$ cat config.mk
export PLATFORM = sky130hd
export DESIGN_NAME = power_save_mode_control_flat
export DESIGN_NICKNAME = d
export VERILOG_FILES = /design/src/include/psm_pkg.sv /design/src/include/psm_if.sv /design/src/hdl/power_save_mode_control.sv /design/src/flat_wrapper.sv
export SDC_FILE = /design/constraint.sdc
export NUM_CORES = 1
export LEC_CHECK = 0
export BUFFER_PORTS_ARGS = -buffer_cell sky130_fd_sc_hd__clkbuf_2
export CAP_MARGIN = 25
export CORE_ASPECT_RATIO = 0.5
export CORE_MARGIN = 5
export CORE_UTILIZATION = 32
export CTS_CLUSTER_DIAMETER = 200
export CTS_CLUSTER_SIZE = 24
export DETAILED_ROUTE_END_ITERATION = 6
export PLACE_DENSITY = 0.69
export SKIP_CTS_REPAIR_TIMING = 1
export SYNTH_ARGS = -nofsm -noshare
export SYNTH_HDL_FRONTEND = slang
export SYNTH_SLANG_ARGS = --single-unit
$ cat constraint.sdc
create_clock -name pclk -period 4.9 [get_ports pclk]
set_input_delay 0.49 -clock pclk [delete_from_list [all_inputs] [get_ports pclk]]
set_output_delay 0.49 -clock pclk [all_outputs]
set_load 0.005 [all_outputs]
$ cat src/include/psm_pkg.sv
package psm_pkg;

    // ------------------------------------------------------------
    // Power-save request codes carried by the instruction strobe.
    // ------------------------------------------------------------
    localparam logic [1:0] PSAVE_SLEEP = 2'h0;
    localparam logic [1:0] PSAVE_IDLE = 2'h1;

    // ------------------------------------------------------------
    // Deep-sleep control word layout and timing.
    // ------------------------------------------------------------
    localparam int DSCTL_EN_BIT = 15;
    localparam int CFG4_BOR_BIT = 6;
    localparam int ARM_WINDOW_CYC = 3;
    localparam int REARM_GAP_CYC = 3;
    localparam logic [15:0] DSCTL_RESET = 16'h0000;

    // ------------------------------------------------------------
    // Wake-source register bit positions.
    // ------------------------------------------------------------
    localparam int WK_POR = 0;
    localparam int WK_MASTER_CLEAR_RESET = 1;
    localparam int WK_RTC = 2;
    localparam int WK_INT0 = 3;
    localparam int WK_DEEP_SLEEP_WATCHDOG = 4;
    localparam int WK_DEEP_SLEEP_BROWNOUT_RESET = 5;
    localparam int WK_WIDTH = 6;

    // ------------------------------------------------------------
    // Controller register offsets (APB byte addresses).
    // ------------------------------------------------------------
    localparam logic [11:0] REG_CTRL = 12'h000;
    localparam logic [11:0] REG_STATUS = 12'h004;
    localparam logic [11:0] REG_IRQ_STAT = 12'h008;
    localparam logic [11:0] REG_IRQ_MASK = 12'h00C;
    localparam logic [11:0] REG_WAKE = 12'h010;

    // Controller CTRL bit positions.
    localparam int CTL_WDT_EN = 0;
    localparam int CTL_FAIL_SAFE_CLOCK_MONITOR_EN = 1;
    localparam int CTL_REG_EN = 2;
    localparam int CTL_BOR_CFG = 3;
    localparam int CTL_INT0_EN = 4;
    localparam int CTL_RTC_EN = 5;

    // Interrupt event bit positions.
    localparam int EV_IDLE_WAKE = 0;
    localparam int EV_SLEEP_WAKE = 1;
    localparam int EV_DS_WAKE = 2;
    localparam int EV_ARM_LAPSE = 3;
    localparam int EV_WIDTH = 4;

    // Controller issue codes on the APB command register.
    localparam logic [1:0] CMD_NONE = 2'h0;
    localparam logic [1:0] CMD_IDLE = 2'h1;
    localparam logic [1:0] CMD_SLEEP = 2'h2;
    localparam logic [1:0] CMD_DEEP = 2'h3;

endpackage

$ cat src/include/psm_if.sv
`timescale 1ns/1ns
interface psm_if;
    logic psave_req;
    logic [1:0] psave_mode;
    logic dsctl_wr;
    logic [15:0] dsctl_wdata;
    logic [15:0] dsctl_rdata;
    logic release_clr;
    logic [5:0] wake_src;
    logic wake_clr;
    logic core_run;
    logic wake_vector;
    logic pending_irq;
    logic wdt_clr;
    logic low_power_rc_osc_on;
    logic sysclk_on;
    logic regulator_on;
    logic [15:0] ds_gpr0;
    logic [15:0] ds_gpr1;

    modport device (
        input psave_req, psave_mode, dsctl_wr, dsctl_wdata, release_clr, wake_clr,
        output dsctl_rdata, wake_src, core_run, wake_vector, pending_irq, wdt_clr,
        output low_power_rc_osc_on, sysclk_on, regulator_on, ds_gpr0, ds_gpr1
    );
    modport host (
        output psave_req, psave_mode, dsctl_wr, dsctl_wdata, release_clr, wake_clr,
        input dsctl_rdata, wake_src, core_run, wake_vector, pending_irq, wdt_clr,
        input low_power_rc_osc_on, sysclk_on, regulator_on, ds_gpr0, ds_gpr1
    );
endinterface

$ cat src/hdl/power_save_mode_control.sv
`timescale 1ns/1ns
module power_save_mode_control (
    input wire logic pclk,
    input wire logic presetn,
    psm_if.device link,
    input wire logic irq_any,
    input wire logic dev_reset,
    input wire logic wdt_timeout,
    input wire logic master_clear_reset_pin,
    input wire logic int0_pin,
    input wire logic rtc_alarm,
    input wire logic wdt_en,
    input wire logic fail_safe_clock_monitor_en,
    input wire logic regulator_en,
    input wire logic deep_sleep_brownout_reset_cfg,
    input wire logic ds_wdt_timeout,
    input wire logic ds_bor_trip,
    input wire logic [15:0] gpr0_wdata,
    input wire logic [15:0] gpr1_wdata,
    input wire logic gpr_wr,
    output logic rtc_clk_en,
    output logic [1:0] mode_state,
    output logic ds_wdt_run,
    output logic ds_bor_run
);

    // ------------------------------------------------------------
    // States.
    // ------------------------------------------------------------
    typedef enum logic [3:0] {
        ST_RUN = 4'h1,
        ST_IDLE = 4'h2,
        ST_SLEEP = 4'h4,
        ST_DEEP = 4'h8
    } pstate_t;

    pstate_t state_r, state_nxt;
    logic en_r, en_nxt;
    logic [1:0] arm_cnt_r, arm_cnt_nxt;
    logic [psm_pkg::WK_WIDTH-1:0] wake_r, wake_nxt;
    logic pend_r, pend_nxt;
    logic vec_r, vec_nxt;
    logic wdtclr_r, wdtclr_nxt;
    logic [15:0] gpr0_r, gpr1_r;
    logic [2:0] master_clear_reset_s, int0_s, rtc_s;
    logic int0_rise, rtc_rise, master_clear_reset_fall;
    logic ds_entry, ds_exit, idle_wake, sleep_wake;

    // Two-flop synchronisers plus one history stage for the pin events.
    always_ff @(posedge pclk or negedge presetn) begin
        if (!presetn) begin
            master_clear_reset_s <= 3'h7;
            int0_s <= 3'h0;
            rtc_s <= 3'h0;
        end else begin
            master_clear_reset_s <= {master_clear_reset_s[1:0], master_clear_reset_pin};
            int0_s <= {int0_s[1:0], int0_pin};
            rtc_s <= {rtc_s[1:0], rtc_alarm};
        end
    end

    // Edge detectors read only the second and third stages.
    assign int0_rise = int0_s[1] & ~int0_s[2];
    assign rtc_rise = rtc_s[1] & ~rtc_s[2];
    assign master_clear_reset_fall = ~master_clear_reset_s[1] & master_clear_reset_s[2];

    // Deep sleep is honoured only with the regulator on and enable armed.
    assign ds_entry = link.psave_req && link.psave_mode == psm_pkg::PSAVE_SLEEP
        && en_r && regulator_en;
    // Any of the deep-sleep wake events ends deep sleep; the brown-out trip does so only with deep_sleep_brownout_reset_cfg set.
    assign ds_exit = dev_reset || master_clear_reset_fall || rtc_rise || int0_rise
        || ds_wdt_timeout || (ds_bor_trip && deep_sleep_brownout_reset_cfg);
    assign idle_wake = irq_any || pend_r || dev_reset || wdt_timeout;
    assign sleep_wake = irq_any || pend_r || dev_reset;

    // Next-state logic for mode, enable bit, arm window and wake flags.
    always_comb begin
        state_nxt = state_r;
        en_nxt = en_r;
        arm_cnt_nxt = arm_cnt_r;
        wake_nxt = wake_r;
        pend_nxt = pend_r;
        vec_nxt = 1'b0;
        wdtclr_nxt = 1'b0;
        if (link.wake_clr || link.release_clr) begin
            wake_nxt = '0;
        end
        if (en_r && state_r == ST_RUN && !link.psave_req) begin
            if (arm_cnt_r == 2'(psm_pkg::ARM_WINDOW_CYC - 1)) begin
                en_nxt = 1'b0;
            end else begin
                arm_cnt_nxt = arm_cnt_r + 2'h1;
            end
        end
        if (link.dsctl_wr) begin
            en_nxt = link.dsctl_wdata[psm_pkg::DSCTL_EN_BIT];
            arm_cnt_nxt = 2'h0;
            if (link.dsctl_wdata[psm_pkg::DSCTL_EN_BIT]) begin
                wake_nxt = '0;
            end
        end
        case (state_r)
            ST_RUN: begin
                if (link.psave_req) begin
                    pend_nxt = irq_any;
                    if (ds_entry) begin
                        state_nxt = ST_DEEP;
                        pend_nxt = 1'b0;
                    end else if (link.psave_mode == psm_pkg::PSAVE_IDLE) begin
                        state_nxt = ST_IDLE;
                        wdtclr_nxt = 1'b1;
                    end else begin
                        state_nxt = ST_SLEEP;
                        wdtclr_nxt = 1'b1;
                    end
                end
            end
            ST_IDLE: begin
                if (idle_wake) begin
                    state_nxt = ST_RUN;
                    vec_nxt = irq_any || pend_r;
                    pend_nxt = 1'b0;
                end
            end
            ST_SLEEP: begin
                if (sleep_wake) begin
                    state_nxt = ST_RUN;
                    vec_nxt = irq_any || pend_r;
                    pend_nxt = 1'b0;
                end
            end
            ST_DEEP: begin
                if (ds_exit) begin
                    state_nxt = ST_RUN;
                    en_nxt = 1'b0;
                    wake_nxt[psm_pkg::WK_POR] = wake_r[psm_pkg::WK_POR] | dev_reset;
                    wake_nxt[psm_pkg::WK_MASTER_CLEAR_RESET] = wake_r[psm_pkg::WK_MASTER_CLEAR_RESET] | master_clear_reset_fall;
                    wake_nxt[psm_pkg::WK_RTC] = wake_r[psm_pkg::WK_RTC] | rtc_rise;
                    wake_nxt[psm_pkg::WK_INT0] = wake_r[psm_pkg::WK_INT0] | int0_rise;
                    wake_nxt[psm_pkg::WK_DEEP_SLEEP_WATCHDOG] = wake_r[psm_pkg::WK_DEEP_SLEEP_WATCHDOG] | ds_wdt_timeout;
                    wake_nxt[psm_pkg::WK_DEEP_SLEEP_BROWNOUT_RESET] = wake_r[psm_pkg::WK_DEEP_SLEEP_BROWNOUT_RESET]
                        | (ds_bor_trip & deep_sleep_brownout_reset_cfg);
                end
            end
            default: begin
                state_nxt = ST_RUN;
            end
        endcase
    end

    // State registers.
    always_ff @(posedge pclk or negedge presetn) begin
        if (!presetn) begin
            state_r <= ST_RUN;
            en_r <= 1'b0;
            arm_cnt_r <= 2'h0;
            wake_r <= '0;
            pend_r <= 1'b0;
            vec_r <= 1'b0;
            wdtclr_r <= 1'b0;
        end else begin
            state_r <= state_nxt;
            en_r <= en_nxt;
            arm_cnt_r <= arm_cnt_nxt;
            wake_r <= wake_nxt;
            pend_r <= pend_nxt;
            vec_r <= vec_nxt;
            wdtclr_r <= wdtclr_nxt;
        end
    end

    // Deep-sleep general-purpose registers survive deep sleep.
    always_ff @(posedge pclk or negedge presetn) begin
        if (!presetn) begin
            gpr0_r <= 16'h0000;
            gpr1_r <= 16'h0000;
        end else if (gpr_wr) begin
            gpr0_r <= gpr0_wdata;
            gpr1_r <= gpr1_wdata;
        end
    end

    // Outputs toward the core and clock tree.
    assign link.core_run = state_r == ST_RUN;
    assign link.sysclk_on = state_r != ST_DEEP && state_r != ST_SLEEP;
    assign link.low_power_rc_osc_on = state_r == ST_RUN || ((wdt_en || fail_safe_clock_monitor_en)
        && state_r != ST_DEEP) || state_r == ST_DEEP;
    assign link.regulator_on = state_r != ST_DEEP;
    assign link.dsctl_rdata = {en_r, 15'h0000};
    assign link.wake_src = wake_r;
    assign link.wake_vector = vec_r;
    assign link.pending_irq = pend_r;
    assign link.wdt_clr = wdtclr_r;
    assign link.ds_gpr0 = gpr0_r;
    assign link.ds_gpr1 = gpr1_r;
    assign rtc_clk_en = 1'b1;
    assign ds_wdt_run = state_r == ST_DEEP;
    assign ds_bor_run = state_r == ST_DEEP && deep_sleep_brownout_reset_cfg;
    assign mode_state = state_r == ST_IDLE ? 2'h1 : state_r == ST_SLEEP ? 2'h2 :
        state_r == ST_DEEP ? 2'h3 : 2'h0;

endmodule

$ cat src/flat_wrapper.sv
// flat-port wrapper written by rule: the top's interface ports become plain ports
module power_save_mode_control_flat 
  (pclk, presetn, irq_any, dev_reset, wdt_timeout, master_clear_reset_pin, int0_pin, rtc_alarm, wdt_en, fail_safe_clock_monitor_en, regulator_en, deep_sleep_brownout_reset_cfg, ds_wdt_timeout, ds_bor_trip, gpr0_wdata, gpr1_wdata, gpr_wr, rtc_clk_en, mode_state, ds_wdt_run, ds_bor_run, link_psave_req, link_psave_mode, link_dsctl_wr, link_dsctl_wdata, link_release_clr, link_wake_clr, link_dsctl_rdata, link_wake_src, link_core_run, link_wake_vector, link_pending_irq, link_wdt_clr, link_low_power_rc_osc_on, link_sysclk_on, link_regulator_on, link_ds_gpr0, link_ds_gpr1);
  psm_if link_i ();
  input wire logic pclk;
  input wire logic presetn;
  input wire logic irq_any;
  input wire logic dev_reset;
  input wire logic wdt_timeout;
  input wire logic master_clear_reset_pin;
  input wire logic int0_pin;
  input wire logic rtc_alarm;
  input wire logic wdt_en;
  input wire logic fail_safe_clock_monitor_en;
  input wire logic regulator_en;
  input wire logic deep_sleep_brownout_reset_cfg;
  input wire logic ds_wdt_timeout;
  input wire logic ds_bor_trip;
  input wire logic [15:0] gpr0_wdata;
  input wire logic [15:0] gpr1_wdata;
  input wire logic gpr_wr;
  output logic rtc_clk_en;
  output logic [1:0] mode_state;
  output logic ds_wdt_run;
  output logic ds_bor_run;
  input wire logic [$bits(link_i.psave_req)-1:0] link_psave_req;
  input wire logic [$bits(link_i.psave_mode)-1:0] link_psave_mode;
  input wire logic [$bits(link_i.dsctl_wr)-1:0] link_dsctl_wr;
  input wire logic [$bits(link_i.dsctl_wdata)-1:0] link_dsctl_wdata;
  input wire logic [$bits(link_i.release_clr)-1:0] link_release_clr;
  input wire logic [$bits(link_i.wake_clr)-1:0] link_wake_clr;
  output wire logic [$bits(link_i.dsctl_rdata)-1:0] link_dsctl_rdata;
  output wire logic [$bits(link_i.wake_src)-1:0] link_wake_src;
  output wire logic [$bits(link_i.core_run)-1:0] link_core_run;
  output wire logic [$bits(link_i.wake_vector)-1:0] link_wake_vector;
  output wire logic [$bits(link_i.pending_irq)-1:0] link_pending_irq;
  output wire logic [$bits(link_i.wdt_clr)-1:0] link_wdt_clr;
  output wire logic [$bits(link_i.low_power_rc_osc_on)-1:0] link_low_power_rc_osc_on;
  output wire logic [$bits(link_i.sysclk_on)-1:0] link_sysclk_on;
  output wire logic [$bits(link_i.regulator_on)-1:0] link_regulator_on;
  output wire logic [$bits(link_i.ds_gpr0)-1:0] link_ds_gpr0;
  output wire logic [$bits(link_i.ds_gpr1)-1:0] link_ds_gpr1;
  assign link_i.psave_req = link_psave_req;
  assign link_i.psave_mode = link_psave_mode;
  assign link_i.dsctl_wr = link_dsctl_wr;
  assign link_i.dsctl_wdata = link_dsctl_wdata;
  assign link_i.release_clr = link_release_clr;
  assign link_i.wake_clr = link_wake_clr;
  assign link_dsctl_rdata = link_i.dsctl_rdata;
  assign link_wake_src = link_i.wake_src;
  assign link_core_run = link_i.core_run;
  assign link_wake_vector = link_i.wake_vector;
  assign link_pending_irq = link_i.pending_irq;
  assign link_wdt_clr = link_i.wdt_clr;
  assign link_low_power_rc_osc_on = link_i.low_power_rc_osc_on;
  assign link_sysclk_on = link_i.sysclk_on;
  assign link_regulator_on = link_i.regulator_on;
  assign link_ds_gpr0 = link_i.ds_gpr0;
  assign link_ds_gpr1 = link_i.ds_gpr1;
  power_save_mode_control u_core (.pclk(pclk), .presetn(presetn), .link(link_i), .irq_any(irq_any), .dev_reset(dev_reset), .wdt_timeout(wdt_timeout), .master_clear_reset_pin(master_clear_reset_pin), .int0_pin(int0_pin), .rtc_alarm(rtc_alarm), .wdt_en(wdt_en), .fail_safe_clock_monitor_en(fail_safe_clock_monitor_en), .regulator_en(regulator_en), .deep_sleep_brownout_reset_cfg(deep_sleep_brownout_reset_cfg), .ds_wdt_timeout(ds_wdt_timeout), .ds_bor_trip(ds_bor_trip), .gpr0_wdata(gpr0_wdata), .gpr1_wdata(gpr1_wdata), .gpr_wr(gpr_wr), .rtc_clk_en(rtc_clk_en), .mode_state(mode_state), .ds_wdt_run(ds_wdt_run), .ds_bor_run(ds_bor_run));
endmodule
* After elaboration in Yosys (flattened, before gate mapping)
Index checks and enable logic that the tools add are counted.
** Word-level totals
- Register bits after elaboration :: 57
- Input port bits :: 69
- Output and inout port bits :: 66
- Logic and storage cells :: 101
** Cells by class
- Equal/unequal tests :: 13
- $add $sub $neg :: 1
- Multiplexer cells :: 34
- Reduce and logical (&&, ||, !) cells :: 28
- Bitwise logic cells :: 13
** Operator list (count)
- 6-bit 2-to-1 mux :: 5
- 4-bit 2-to-1 mux :: 5
- 4-bit one-hot mux with 4 select lines :: 1
- 1-bit 2-to-1 mux :: 14
- 1-bit logical OR :: 12
- 2-bit 2-to-1 mux :: 6
- 1-bit logical AND :: 9
- 4-bit AND reduction :: 2
- 2-bit by 1-bit inequality test with 1-bit output (second input constant) :: 3
- 1-bit bitwise OR :: 6
- 1-bit bitwise AND :: 4
- 4-bit by 1-bit == test with 1-bit output (second input constant) :: 1
- 4-bit by 2-bit == test with 1-bit output (second input constant) :: 1
- 4-bit by 3-bit == test with 1-bit output (second input constant) :: 1
- 4-bit == test (second input constant) :: 1
- 2-bit inequality test (second input constant) :: 2
- 4-bit by 3-bit inequality test with 1-bit output (second input constant) :: 1
- 4-bit inequality test (second input constant) :: 1
- 3-bit 2-to-1 mux :: 1
- 1-bit NOT :: 3
- 1-bit one-hot mux with 3 select lines :: 1
- 3-bit nonzero test :: 1
- 2-bit by 1-bit adder with 2-bit output (second input constant) :: 1
- 2-bit by 1-bit == test with 1-bit output (second input constant) :: 1
- 6 further kinds :: 6

* Logic depth before layout (Yosys ltp)
- Word-level depth :: 9
- Depth in mapped cells :: 5
- Mapped depth without buffers :: 5

* Worst setup path before layout
No wires, ideal clock.
- Kind :: reg-to-output
- Start :: reg u_core.state_r[0]
- End :: out link_low_power_rc_osc_on
- Stages on the path, launching flop included :: 3
- Setup slack :: 3.176 ns
- Buffers on the path :: 0
- Data required time :: 4.410 ns
- Data arrival time :: 1.234 ns
- Cells stage by stage :: dfstp_2 -> nor4b_4 -> or4_2
** On the way
- Elaborated cells on any way between the ends :: 6
- Classes of those cells :: eq/ne (3); reduce/logical (3)
** RTL lines
- from (decl) :: RTL line power_save_mode_control.sv:37 : pstate_t state_r, state_nxt;
- from (signal assigned) :: RTL line power_save_mode_control.sv:162 : state_r <= state_nxt;
- 4-bit == test
- via ds_wdt_run :: RTL line flat_wrapper.sv:24 : output logic ds_wdt_run;
- 1-bit logical OR :: RTL line power_save_mode_control.sv:187 : && state_r != ST_DEEP) || state_r == ST_DEEP;
- to (decl) :: RTL line flat_wrapper.sv:38 : output wire logic [$bits(link_i.low_power_rc_osc_on)-1:0] link_low_power_rc_osc_on;
The timed path passes the listed nets, and every way through them passes these cells.

* Worst setup path after layout
- Start :: reg u_core.state_r[1]
- End :: out link_sysclk_on
** On the way
- Cells in the longest elaborated chain, start to end :: 2
- Elaborated cells on any way between the ends :: 3
- Classes of those cells :: eq/ne (2); reduce/logical (1)
** Ends and longest elaborated chain
- 4-bit inequality test or 4-bit by 3-bit inequality test with 1-bit output (tied branches) :: RTL line power_save_mode_control.sv:185 : assign link.sysclk_on = state_r != ST_DEEP && state_r != ST_SLEEP;
- 1-bit logical AND * :: RTL line power_save_mode_control.sv:185
- to (decl) :: RTL line flat_wrapper.sv:39 : output wire logic [$bits(link_i.sysclk_on)-1:0] link_sysclk_on;
Every way passes the cells marked *; elsewhere a longest branch is shown, timed or not.

==> flow_summary_export.csv <==
group,metric,value,unit
run_status,outcome,"finished, final reports clean",
synthesis,yosys.area_share.adder,0.005155,
synthesis,synth.mux.area_fraction,0.1526,
global_route,grt_max_degree,58,
job,cap_violations,0,
route,antenna_left,0,
timing,maxSlewHeadroom,0.4770,
clock_tree,cts_made_buffers,9,
hold_path,hold_path_class,"in -> reg",
clock_tree,cts_tree,"yes",
cells_and_area,area_delta_synth_final,32.32,%
clock_tree,cts_root_buf,"clkbuf_16",
timing,tightest_slew,0.7846,ns
timing,rsz0062_at_grt,"false",
synthesis,ys_seq_area_frac,0.5897,
synthesis,synth-xor-area-share,0.01082,
place,gp_congestion,0.8404,
power,powerDensity,404.8,nW/um2
global_route,grt_pass1_vias,1828,
synthesis,yosysWarnings,0,
global_route,grt_overflow,0,
timing,setup_viol,0,
global_route,grt.total_usage,0.1115,
clock_tree,clockBufferDepth,2,
synthesis,yosysTopAreaCellShare,0.5464,
timing,slew_viol_final,0,
cells_and_area,diodes,0,
synthesis,avgSynthCellArea,13.19,um2
route,dr.pass1.iters,4,
floorplanning,ioPinCount,135,
route,drc,0,
synthesis,ys_seq_elements,57,
power,max-vdd-ir-drop,0.1619,mV
global_route,grtUsageMet2,0.2022,
floorplanning,die_h,71.59,um
clock_tree,clk_pin_slew_worst_paths,0.05,ns
global_route,grt_pass1_wl,8349,um
synthesis,syn_area,2427,um2
cells_and_area,fillCellCount,699,
synthesis,synth_area_leader_cell,"dfrtp_1",
route,vias,1751,
floorplanning,die_w,133.2,um
cells_and_area,fin_nets,360,
cells_and_area,layout-drive-gt1-share,0.5390,
route,wl_per_cell,13.15,um
place,port_buffers,103,
clock_tree,clk_latency,0.32,ns
route,drt_iter0_markers,69,
synthesis,synth_simple_gate_area_share,0.09330,
setup_path,worst-path-max-fanout,8,
synthesis,synth_top_family_by_area,"multiplexers",
timing,fin_hold_ws,0.2522,ns
global_route,grt_use_met3,0.05119,
synthesis,synth_compound_area_frac,0.06186,
setup_path,start_kind,"flop",
clock_tree,cts.sinks,57,
place,dp_hpwl,3928,um
timing,totalNegativeSetupSlack,0,ns
setup_path,crit_type,"reg -> out",
synthesis,synth_cells,184,
setup_path,end_kind,"output port",
synthesis,synth.distinct_cells,39,
place,place_area,2954,um2
clock_tree,cts_max_level,3,
setup_path,crit_arrival,1.81,ns
setup_path,critical_path_required,4.41,ns
timing,period_minus_slack,2.298,ns
floorplanning,row_count,22,
timing,fmax,0.4351,GHz
global_route,top_usage_layer,"met2",
power,power_leakage,1.597,nW
global_route,grtUsageMet1,0.1093,
floorplanning,initial_core_util,0.3303,
timing,fin_skew,0.003142,ns
synthesis,ys_top_cells_by_area,"dfrtp_1 55%, mux2_2 15%, buf_4 5.3%",
route,drt_wl_total,5142,um
timing,fin_crit_sh,0.4690,
cells_and_area,final_area,3212,um2
floorplanning,coreArea,7350,um2
timing,hold_viol_final,0,
global_route,grt_antenna_before_repair,0,
floorplanning,die_area,9533,um2
route,via_per_inst,4.478,
registers in the layout, summed over array words and instances (netlist names), 2 cells and up:
register	count
u_core.arm_cnt_r	2
u_core.link.ds_gpr1	16
u_core.int0_s	3
u_core.master_clear_reset_s	3
u_core.rtc_s	3
u_core.link.ds_gpr0	16
u_core.state_r	4
u_core.link.wake_src	6
Yosys cell counts (all sizes together):
cell     instances
dfrtp           53
mux2            32
buf             22
nor2            10
inv              9
nand2            8
a21oi            5
dfstp            4
nand2b           4
nor4b            3
o22ai            3
a21o             2
and2             2
conb             2
nor3             2
o21ai            2
o21bai           2
xnor2            2
a21boi           1
a311o            1
a32o             1
a32oi            1
clkbuf           1
ha               1
mux2i            1
nand3            1
nand3b           1
nand4            1
nor4             1
o2bb2a           1
o2bb2ai          1
o31ai            1
or3              1
or4              1
xor2             1
cell families after synthesis:
| group | count (synthesis) |
|---|---|
| other | 2 |
| xor gates and xnor gates | 3 |
| muxes | 33 |
| adders and majority gates | 1 |
| DFF | 57 |
| AOI/OAI and AO/OA | 21 |
| buffers and inverters | 32 |
| and+or+nand+nor | 35 |
layout by cell type (no fill, tap or decap), types with 2 or more instances in the layout:
cell type	n
nor3_1	2
o22ai_1	3
clkinv_2	2
nand2_1	8
o21bai_1	2
nor4b_4	3
clkbuf_16	9
mux2_2	32
dfstp_2	4
xnor2_1	2
a21o_2	2
nand2b_1	4
conb_1	16
and2_1	2
a21oi_1	5
dfrtp_1	53
clkbuf_2	103
inv_1	9
clkbuf_1	4
nor2_1	10
through the flow:
stage                     instances   power, W    util  worst slack (ns)
after detailed placement        375  0.0007815  0.4019             2.935
after global routing            391   0.001374  0.4370             2.484
after CTS                       391   0.001324  0.4370             2.590
after global placement          375  0.0007700  0.4019             2.990
final                           391   0.001300  0.4370             2.602
after floorplan                 198  0.0006980       -             3.176
path summary, 6_finish.rpt:
kind / startpoint / end / slack [ns] / cells after the start
worst max-delay path: u_core.state_r[1] / link_sysclk_on / 2.60 / 5
worst min register to register: u_core.int0_s[0] / u_core.int0_s[1] / 0.34 / 0
max in group asynchronous: presetn / u_core.link.wake_src[0] / 4.14 / 2
worst min-delay path: master_clear_reset_pin / u_core.master_clear_reset_s[0] / 0.25 / 1
min in group asynchronous: presetn / u_core.link.ds_gpr1[15] / 0.31 / 2
worst max register to register: u_core.state_r[1] / u_core.state_r[0] / 3.08 / 4
worst max-delay path, stage by stage (launching register included):
cell	delay, ns
dfrtp_1	0.48
nor4b_4	0.52
inv_1	0.22
nand2_1	0.13
inv_1	0.04
clkbuf_2	0.10
per-layer routing:
layer / vias to the layer above / routed length [um]
li1: 819 / -
met1: 859 / 1921
met2: 66 / 2704
met3: 7 / 436
met4: 0 / 78
met5: - / 0
power breakdown:
group          internal [W]  switching [W]  leakage, nW
clock network      0.000339       0.000192        0.124
registers          0.000524      0.0000367        0.690
logic              0.000111      0.0000969        0.783
cell type report:
type,count,area [um2],area share
Multi-Input combinational cell,109,845.8,0.2633
Clock buffer,13,240.2,0.07480
Sequential cell,57,1431,0.4457
Inverter,9,33.78,0.01052
Timing Repair Buffer,104,523.0,0.1628
Tap cell,96,120.1,0.03740
Clock inverter,3,17.52,0.005454
No activity file was read; power rests on OpenSTA's default activity.
